===== config.mk =====
export PLATFORM = sky130hd
export DESIGN_NAME = som_signal_output_mux
export DESIGN_NICKNAME = d
export VERILOG_FILES = /design/src/som_signal_output_mux.v
export VERILOG_INCLUDE_DIRS = /design/src
export SDC_FILE = /design/constraint.sdc
export NUM_CORES = 1
export LEC_CHECK = 0
export ABC_CLOCK_PERIOD_IN_PS = 5100
export BUFFER_PORTS_ARGS = -buffer_cell sky130_fd_sc_hd__buf_4
export CORE_ASPECT_RATIO = 1.1
export CORE_MARGIN = 3
export CORE_UTILIZATION = 54
export CTS_BUF_LIST = sky130_fd_sc_hd__clkbuf_4
export DETAILED_ROUTE_END_ITERATION = 8
export PLACE_DENSITY = 0.93
export SLEW_MARGIN = 20
export SYNTH_ARGS = -nofsm -noshare
export SYNTH_HDL_FRONTEND = slang
export SYNTH_SLANG_ARGS = --single-unit

===== constraint.sdc =====
create_clock -name ref_clk_i -period 5.1 [get_ports ref_clk_i]
set_input_delay 0.255 -clock ref_clk_i [delete_from_list [all_inputs] [get_ports ref_clk_i]]
set_output_delay 0.255 -clock ref_clk_i [all_outputs]
set_load 0.01 [all_outputs]

===== src/som_defines.vh =====
// Constants for the signal output source mux and receiver select registers.
`ifndef SOM_DEFINES_VH
`define SOM_DEFINES_VH

// ------------------------------------------------------------
// Register byte addresses
// ------------------------------------------------------------
// Register word indices; the TXSRC and RXSEL byte addresses below are four times these indices.
`define SOM_IDX_TXSRC       8'h16
`define SOM_IDX_RXSEL       8'h17
`define SOM_ADDR_TXSRC      8'h58
`define SOM_ADDR_RXSEL      8'h5C
`define SOM_ADDR_TESTSEL    8'h60
`define SOM_ADDR_STATUS     8'h64
`define SOM_ADDR_CMD        8'h68

// ------------------------------------------------------------
// Reset values and field positions
// ------------------------------------------------------------
`define SOM_TXSRC_RST       8'h10
`define SOM_RXSEL_RST       8'h84
`define SOM_TESTSEL_RST     8'h00
`define SOM_TXSRC_MASK      8'h3F
`define SOM_SRC_MSB         3
`define SOM_SRC_LSB         0
`define SOM_UART_MSB        7
`define SOM_UART_LSB        6
`define SOM_WAIT_MSB        5
`define SOM_WAIT_LSB        0
`define SOM_TBSEL_MSB       2
`define SOM_TBSEL_LSB       0
`define SOM_CMD_RXMULT_BIT  2

// ------------------------------------------------------------
// Output source codes
// ------------------------------------------------------------
`define SOM_SRC_TRI         4'h0
`define SOM_SRC_LOW         4'h1
`define SOM_SRC_HIGH        4'h2
`define SOM_SRC_TBUS        4'h3
`define SOM_SRC_ENV         4'h4
`define SOM_SRC_TXSER       4'h5
`define SOM_SRC_RXOUT       4'h6
`define SOM_SRC_RXSER       4'h7
`define SOM_SRC_HS_RX       4'h8
`define SOM_SRC_HS_TX       4'h9
`define SOM_SRC_HS_CMP      4'hA
`define SOM_SRC_HS_RFU      4'hB
`define SOM_SRC_A_RX        4'hC
`define SOM_SRC_A_TX        4'hD
`define SOM_SRC_A_RXUF      4'hE
`define SOM_SRC_A_ENV       4'hF

// ------------------------------------------------------------
// Command codes written to the command register
// ------------------------------------------------------------
`define SOM_CMD_NONE        2'h0
`define SOM_CMD_TRANSCEIVE  2'h1
`define SOM_CMD_RECEIVE     2'h2
`define SOM_CMD_IDLE        2'h3

`endif


===== src/som_signal_output_mux.v =====
// Signal output source mux with receiver select and receiver wait logic.
`timescale 1ns/10ps
`include "som_defines.vh"

module som_signal_output_mux #(
  parameter WAIT_W = 6
) (
  // Clock, reset and enable
  input  wire        ref_clk_i,
  input  wire        nrst_i,
  input  wire        clk_en_i,
  // AHB-Lite slave
  input  wire        hsel_i,
  input  wire [31:0] haddr_i,
  input  wire [1:0]  htrans_i,
  input  wire        hwrite_i,
  input  wire [2:0]  hsize_i,
  input  wire [31:0] hwdata_i,
  input  wire        hready_i,
  output wire [31:0] hrdata_o,
  output wire        hreadyout_o,
  output wire        hresp_o,
  // Internal sources for the output pin
  input  wire [7:0]  test_bus_i,
  input  wire        coder_env_i,
  input  wire        tx_serial_i,
  input  wire        rx_regen_i,
  input  wire        rx_serial_i,
  input  wire        hs_rx_i,
  input  wire        hs_tx_i,
  input  wire        hs_cmp_i,
  input  wire        a_rx_carrier_i,
  input  wire        a_tx_carrier_i,
  input  wire        a_rx_unfilt_i,
  input  wire        a_env_unfilt_i,
  // Transceiver events
  input  wire        tx_done_i,
  input  wire        bit_clk_i,
  input  wire        rx_frame_end_i,
  // Receive pin and UART feeds
  input  wire        rx_pin_i,
  input  wire        sig_in_env_i,
  input  wire        analog_mod_i,
  input  wire        sig_in_mod_i,
  output reg         uart_in_o,
  output reg         rx_data_o,
  output wire        rx_active_o,
  // Signal output pin
  output reg         signal_output_pin_o,
  output reg         signal_output_pin_oe_n_o
);

  // ------------------------------------------------------------
  // Local sizes
  // ------------------------------------------------------------
  localparam SRC_W  = 4;
  localparam USEL_W = 2;

  // ------------------------------------------------------------
  // Bus address phase capture
  // ------------------------------------------------------------
  reg        wr_pend_r;
  reg [7:0]  addr_r;
  reg [7:0]  txsrc_r;
  reg [7:0]  rxsel_r;
  reg [7:0]  testsel_r;
  reg        rx_mult_r;
  reg        rx_mode_r;
  reg        wait_mode_r;
  reg [WAIT_W-1:0] wait_cnt_r;
  reg        wait_busy_r;
  reg        use_wait_r;
  reg [31:0] rdata_r;
  reg        pin_nxt;
  reg        oe_n_nxt;
  reg        uart_nxt;

  wire       addr_ok = hsel_i & hready_i & htrans_i[1];
  wire       wr_now  = wr_pend_r;
  wire [1:0] cmd_w   = hwdata_i[1:0];
  wire [SRC_W-1:0]  src_w  = txsrc_r[`SOM_SRC_MSB:`SOM_SRC_LSB];
  wire [USEL_W-1:0] usel_w = rxsel_r[`SOM_UART_MSB:`SOM_UART_LSB];
  // Status word: wait busy, receive mode, receiver active, receive multiple.
  wire [3:0] status_w = {wait_busy_r, rx_mode_r, rx_active_o, rx_mult_r};

  assign hreadyout_o = 1'b1;
  assign hresp_o     = 1'b0;
  assign hrdata_o    = rdata_r;
  assign rx_active_o = rx_mode_r & ~wait_busy_r;

  // Read decode shared by the read path; unmapped offsets read zero.
  function [31:0] rd_mux;
    input [7:0] a;
    begin
      if (a == `SOM_ADDR_TXSRC) begin
        rd_mux = {24'h000000, txsrc_r};
      end else if (a == `SOM_ADDR_RXSEL) begin
        rd_mux = {24'h000000, rxsel_r};
      end else if (a == `SOM_ADDR_TESTSEL) begin
        rd_mux = {24'h000000, testsel_r};
      end else if (a == `SOM_ADDR_STATUS) begin
        rd_mux = {28'h0000000, status_w};
      end else begin
        rd_mux = 32'h00000000;
      end
    end
  endfunction

  // Value a register will hold once the pending write lands.
  function [31:0] fwd_mux;
    input [7:0] a;
    input [7:0] d;
    begin
      if (a == `SOM_ADDR_TXSRC) begin
        fwd_mux = {24'h000000, d & `SOM_TXSRC_MASK};
      end else if ((a == `SOM_ADDR_RXSEL) || (a == `SOM_ADDR_TESTSEL)) begin
        fwd_mux = {24'h000000, d};
      end else begin
        fwd_mux = rd_mux(a);
      end
    end
  endfunction

  // ------------------------------------------------------------
  // Register file
  // ------------------------------------------------------------
  always @(posedge ref_clk_i) begin
    if (!nrst_i) begin
      wr_pend_r <= 1'b0;
      addr_r    <= 8'h00;
      rdata_r   <= 32'h00000000;
      txsrc_r   <= `SOM_TXSRC_RST;
      rxsel_r   <= `SOM_RXSEL_RST;
      testsel_r <= `SOM_TESTSEL_RST;
      rx_mult_r <= 1'b0;
    end else if (clk_en_i) begin
      wr_pend_r <= addr_ok & hwrite_i;
      if (addr_ok) begin
        addr_r <= haddr_i[7:0];
      end
      // Read data is registered so it stands for the whole data phase.
      if (addr_ok & ~hwrite_i) begin
        if (wr_now && (addr_r == haddr_i[7:0])) begin
          // A read right behind a write to the same word must see the new value.
          rdata_r <= fwd_mux(addr_r, hwdata_i[7:0]);
        end else begin
          rdata_r <= rd_mux(haddr_i[7:0]);
        end
      end
      if (wr_now) begin
        if (addr_r == `SOM_ADDR_TXSRC) begin
          txsrc_r <= hwdata_i[7:0] & `SOM_TXSRC_MASK;
        end else if (addr_r == `SOM_ADDR_RXSEL) begin
          rxsel_r <= hwdata_i[7:0];
        end else if (addr_r == `SOM_ADDR_TESTSEL) begin
          testsel_r <= hwdata_i[7:0];
        end else if (addr_r == `SOM_ADDR_CMD) begin
          rx_mult_r <= hwdata_i[`SOM_CMD_RXMULT_BIT];
        end
      end
    end
  end

  // ------------------------------------------------------------
  // Test bus bit pick
  // ------------------------------------------------------------
  // One-hot gating avoids a wide variable index on the test bus.
  wire [7:0] tbus_hit_w;
  wire       tbus_bit_w;
  genvar     gi;

  generate
    for (gi = 0; gi < 8; gi = gi + 1) begin : g_tbus
      localparam [2:0] BIT_IDX = gi;
      assign tbus_hit_w[gi] = test_bus_i[gi] &
                              (testsel_r[`SOM_TBSEL_MSB:`SOM_TBSEL_LSB] == BIT_IDX);
    end
  endgenerate

  assign tbus_bit_w = |tbus_hit_w;

  // ------------------------------------------------------------
  // Receive mode and receiver wait
  // ------------------------------------------------------------
  wire cmd_wr = wr_now & (addr_r == `SOM_ADDR_CMD);

  always @(posedge ref_clk_i) begin
    if (!nrst_i) begin
      rx_mode_r   <= 1'b0;
      wait_mode_r <= 1'b0;
      use_wait_r  <= 1'b0;
      wait_cnt_r  <= {WAIT_W{1'b0}};
      wait_busy_r <= 1'b0;
    end else if (clk_en_i) begin
      if (cmd_wr && cmd_w == `SOM_CMD_TRANSCEIVE) begin
        wait_mode_r <= 1'b1;
        use_wait_r  <= 1'b1;
      end else if (cmd_wr && cmd_w == `SOM_CMD_RECEIVE) begin
        rx_mode_r   <= 1'b1;
        use_wait_r  <= 1'b0;
        wait_busy_r <= 1'b0;
      end else if (cmd_wr && cmd_w == `SOM_CMD_IDLE) begin
        rx_mode_r   <= 1'b0;
        wait_mode_r <= 1'b0;
        wait_busy_r <= 1'b0;
      end else if (wait_mode_r && tx_done_i) begin
        // Transmission over: enter receive and hold off for the wait count.
        wait_mode_r <= 1'b0;
        rx_mode_r   <= 1'b1;
        wait_cnt_r  <= rxsel_r[`SOM_WAIT_MSB:`SOM_WAIT_LSB];
        wait_busy_r <= use_wait_r & (rxsel_r[`SOM_WAIT_MSB:`SOM_WAIT_LSB] != 6'h00);
      end else if (wait_busy_r && bit_clk_i) begin
        if (wait_cnt_r == {{(WAIT_W-1){1'b0}}, 1'b1}) begin
          wait_busy_r <= 1'b0;
        end
        wait_cnt_r <= wait_cnt_r - {{(WAIT_W-1){1'b0}}, 1'b1};
      end else if (rx_mode_r && rx_frame_end_i && !rx_mult_r) begin
        // Receive multiple keeps the receiver armed after each frame.
        rx_mode_r <= 1'b0;
      end
    end
  end

  // ------------------------------------------------------------
  // UART input select and gated receive pin
  // ------------------------------------------------------------
  always @* begin
    case (usel_w)
      2'h0: begin
        uart_nxt = 1'b0;
      end
      2'h1: begin
        uart_nxt = sig_in_env_i;
      end
      2'h2: begin
        uart_nxt = analog_mod_i;
      end
      default: begin
        uart_nxt = sig_in_mod_i;
      end
    endcase
  end

  always @(posedge ref_clk_i) begin
    if (!nrst_i) begin
      uart_in_o <= 1'b0;
      rx_data_o <= 1'b0;
    end else if (clk_en_i) begin
      uart_in_o <= uart_nxt;
      rx_data_o <= rx_pin_i & rx_active_o;
    end
  end

  // ------------------------------------------------------------
  // Output source mux
  // ------------------------------------------------------------
  always @* begin
    oe_n_nxt = 1'b0;
    pin_nxt  = 1'b0;
    case (src_w)
      `SOM_SRC_TRI: begin
        // Data is parked low while released so no stale level leaks out.
        oe_n_nxt = 1'b1;
      end
      `SOM_SRC_LOW: begin
        pin_nxt = 1'b0;
      end
      `SOM_SRC_HIGH: begin
        pin_nxt = 1'b1;
      end
      `SOM_SRC_TBUS: begin
        pin_nxt = tbus_bit_w;
      end
      `SOM_SRC_ENV: begin
        pin_nxt = coder_env_i;
      end
      `SOM_SRC_TXSER: begin
        pin_nxt = tx_serial_i;
      end
      `SOM_SRC_RXOUT: begin
        pin_nxt = rx_regen_i & rx_active_o;
      end
      `SOM_SRC_RXSER: begin
        pin_nxt = rx_serial_i;
      end
      `SOM_SRC_HS_RX: begin
        pin_nxt = hs_rx_i & rx_active_o;
      end
      `SOM_SRC_HS_TX: begin
        pin_nxt = hs_tx_i;
      end
      `SOM_SRC_HS_CMP: begin
        pin_nxt = hs_cmp_i;
      end
      `SOM_SRC_HS_RFU: begin
        pin_nxt = 1'b0;
      end
      `SOM_SRC_A_RX: begin
        pin_nxt = a_rx_carrier_i & rx_active_o;
      end
      `SOM_SRC_A_TX: begin
        pin_nxt = a_tx_carrier_i;
      end
      `SOM_SRC_A_RXUF: begin
        pin_nxt = a_rx_unfilt_i;
      end
      default: begin
        pin_nxt = a_env_unfilt_i;
      end
    endcase
  end

  // A registered pin means a source change lands cleanly one clock later.
  always @(posedge ref_clk_i) begin
    if (!nrst_i) begin
      signal_output_pin_o      <= 1'b0;
      signal_output_pin_oe_n_o <= 1'b1;
    end else if (clk_en_i) begin
      signal_output_pin_o      <= pin_nxt;
      signal_output_pin_oe_n_o <= oe_n_nxt;
    end
  end

endmodule


==> metrics <==
CTS Buffer Depth=2; number of antenna diodes=0; final core occ=64.0%; leakage power=1.48 nW; area of the multi-input gates=0.00200 sq mm; GR Util met1=31.1%; H-tree levels=2; Max VDD drop=169 uV; register area=0.00108 sq mm; drt first-iter violations=379; total of max-cap violations=0; Synth cell types=between 60 and 70; share of the yosys chip area belonging to registers=between 30% and 40%; clock sinks=54; global routing's busiest layer=met2; r2r setup slk=2.79 ns; final worst slack=2.79 ns; crit path kind=reg2reg; crit end category=flop; Fin. Hold Viols=0; reg2reg end=wait_cnt_r[5]; Yosys reg bits=54; compound-cell area share of the yosys netlist=18.9%; main combinational cell family by area after synthesis=simple AND/OR/NAND/NOR gates; Setup Total Neg Slack=0 ns; largest net degree at the start of global routing=44; Total Power=0.764 mW; area grow syn2layout=12.8%; Site Rows=29; fraction of layout cells with a size suffix above 1=between 10% and 20%; vias in the first global route=2935; met2 usage=45.3%; vias post-DR=3154; # port buffers=61; Post-CTS Setup Inserts=0; WHS Endpoint=txsrc_r[4]; Hold Buf Count CTS=0; worst-margin pin slew=roughly 0.8 ns; Vias/cell=6.21; status=complete, no violations; unrepaired setup endpoints after global routing=no; EDFF count, synth=0; post-synthesis mux area share=9.59%; Worst Hold Class=in2reg; Final Non-Filler Cells=508; Placer Congestion=0.914; grt total ovfl=0; max-slew violations=0; Worst Hold Depth=3; placed cell count=500; Initial Util=between 50% and 60%; worst hold start=hwdata_i[4]; worst r2r path cells=5; num ports=140; Detail Placement HPWL=6.31 mm; ANT nets after route=0; first-pass GRT wire length=14.1 mm; CTS tree=built; Worst EP required=5.41 ns; M3 GR Usage=2.88%; clk root buf=clkbuf_4; Synth Flop Type=dfxtp_1; worst hold slack=between 0.1 and 0.15 ns; Area after DPL=0.00365 sq mm; DIE HEIGHT=88.2 microns; most frequent cells in the layout=61 x buf_4, 54 x dfxtp_1, 43 x nand2_1; Simple-Gate Fraction of Synth Area=25.7%; relative slew slack=46.9%; Routed Wire Length=8.69 mm; cts repair resizes=0; commonest non-fill, non-tap cell in the layout=buf_4; drt wl/cell=17.1 microns; post-synthesis xor/xnor area fraction=2.11%; Layout Cell Area excl Fill=approximately 0.0037 sq mm; fill cell count=~510; initial antenna violation count=0; fin crit share=roughly 45%; adder-cell share of the synthesized area=less than 1%; setup clock skew after layout=0.0144 ns; core box area=0.00584 sq mm; DIE AREA=0.00712 sq mm; critical path peak fanout=12; Total GRT Usage=25.3%; Mapped Area=0.00331 sq mm; # DRC=0; critical path launch point=addr_r[0]; Worst R2R Start=addr_r[0]; Mapped Cells=~390; startpoint types=flop; Die Wd=80.7 microns; maximum clock frequency=0.432 GHz; Synth Warn #=0; final count of negative-setup-slack endpoints=0; Arr. time, crit path=approximately 2.6 ns; Worst-path clk slew=0.16 ns; Place WS=about 2.5 ns; Final nets=533; asr flop ratio synth=0%; syn avg cell area=about 8.5 sq um; Skew-Pair Late Insertion Delay=0.39 ns; pwr dens=204 mW/mm^2; Tmin final=between 2 and 2.5 ns; CTS Buf Count=5; total iterations of the first detailed-routing run=5
==> worst max-delay path, cell delays in order, from the launching register on <==
cell and delay (ns):
dfxtp_1 0.38, nor4b_4 0.73, o2111ai_2 0.35, nand3_1 0.44, nor2_1 0.09, o221a_2 0.25
==> where the power goes <==
group / internal [mW] / switching (mW) / total, mW
Combinational: 0.0419 / 0.0503 / 0.0921
Clock: 0.102 / 0.142 / 0.244
Sequential: 0.425 / 0.00321 / 0.428
==> registers in the layout, indices dropped and copies added, names as in the netlist <==
signal	flops
wait_busy_r	1
rx_mode_r	1
txsrc_r	6
wait_mode_r	1
signal_output_pin_oe_n_o	1
addr_r	8
use_wait_r	1
signal_output_pin_o	1
uart_in_o	1
wait_cnt_r	6
testsel_r	8
rxsel_r	8
wr_now	1
hrdata_o	8
rx_data_o	1
rx_mult_r	1
==> per-layer routing <==
layer  up-vias  wire length (microns)
met4         0                    202
met2       148                   4460
met3        25                    648
met5         -                      0
met1      1527                   3370
li1       1454                      -
==> final cells by class <==
type	count	share of cell area, %
multi-input cells	302	53.6
flip-flops and latches	54	28.9
repair buffers	61	12.2
well taps	77	2.58
clock inverters	3	1.07
clock buffers	5	1.00
inverters	6	0.602
==> cell usage after synthesis (2+ instances only) <==
| master | count | share of area (%) |
|---|---|---|
| a211o_1 | 4 | 1.1 |
| a211oi_1 | 2 | 0.45 |
| a21boi_0 | 7 | 1.6 |
| a21oi_1 | 15 | 2.3 |
| a22o_1 | 6 | 1.6 |
| a22oi_1 | 5 | 1.1 |
| a31oi_1 | 7 | 1.3 |
| a32oi_1 | 2 | 0.53 |
| and2_1 | 2 | 0.38 |
| buf_2 | 9 | 1.4 |
| buf_4 | 27 | 6.1 |
| clkbuf_1 | 16 | 1.8 |
| conb_1 | 2 | 0.23 |
| dfxtp_1 | 54 | 33 |
| ha_1 | 2 | 0.75 |
| inv_1 | 6 | 0.68 |
| mux2_2 | 2 | 0.68 |
| mux2i_1 | 25 | 7.6 |
| mux4_2 | 2 | 1.4 |
| nand2_1 | 43 | 4.9 |
| nand2b_1 | 2 | 0.38 |
| nand3_1 | 14 | 2.1 |
| nand3b_1 | 5 | 1.1 |
| nand4_1 | 8 | 1.5 |
| nand4_2 | 2 | 0.75 |
| nand4b_1 | 4 | 1.1 |
| nor2_1 | 19 | 2.2 |
| nor2b_1 | 19 | 3.6 |
| nor3_1 | 5 | 0.75 |
| nor3b_1 | 2 | 0.45 |
| nor4_1 | 4 | 0.75 |
| o211ai_1 | 3 | 0.68 |
| o21a_1 | 2 | 0.45 |
| o21ai_0 | 13 | 2.0 |
| o31ai_1 | 4 | 0.91 |
| o32ai_1 | 2 | 0.53 |
| o41ai_1 | 2 | 0.53 |
| or2_1 | 2 | 0.38 |
| or3_1 | 4 | 0.75 |
| or4_1 | 3 | 0.68 |
| xnor2_1 | 8 | 2.1 |
==> worst max path at each step <==
| stage | endpoint | slack, ns |
|---|---|---|
| floorplan | wait_cnt_r[5] | 3.40 |
| global placement | wait_cnt_r[5] | 2.58 |
| detailed placement | wait_cnt_r[5] | 2.47 |
| CTS | wait_cnt_r[5] | 2.48 |
| global route | txsrc_r[4] | 2.72 |
| finish | wait_cnt_r[5] | 2.79 |
==> cells by family (layout without fill, tap and decap cells) <==
| family | after synthesis | count (layout) |
|---|---|---|
| fa+ha+maj | 2 | 2 |
| simple gates | 150 | 150 |
| flops | 54 | 54 |
| buf+inv | 59 | 75 |
| xor+xnor | 8 | 8 |
| mux | 29 | 29 |
| other cells | 2 | 26 |
| compound gates | 87 | 87 |
Power figures use the tool's default switching activity.
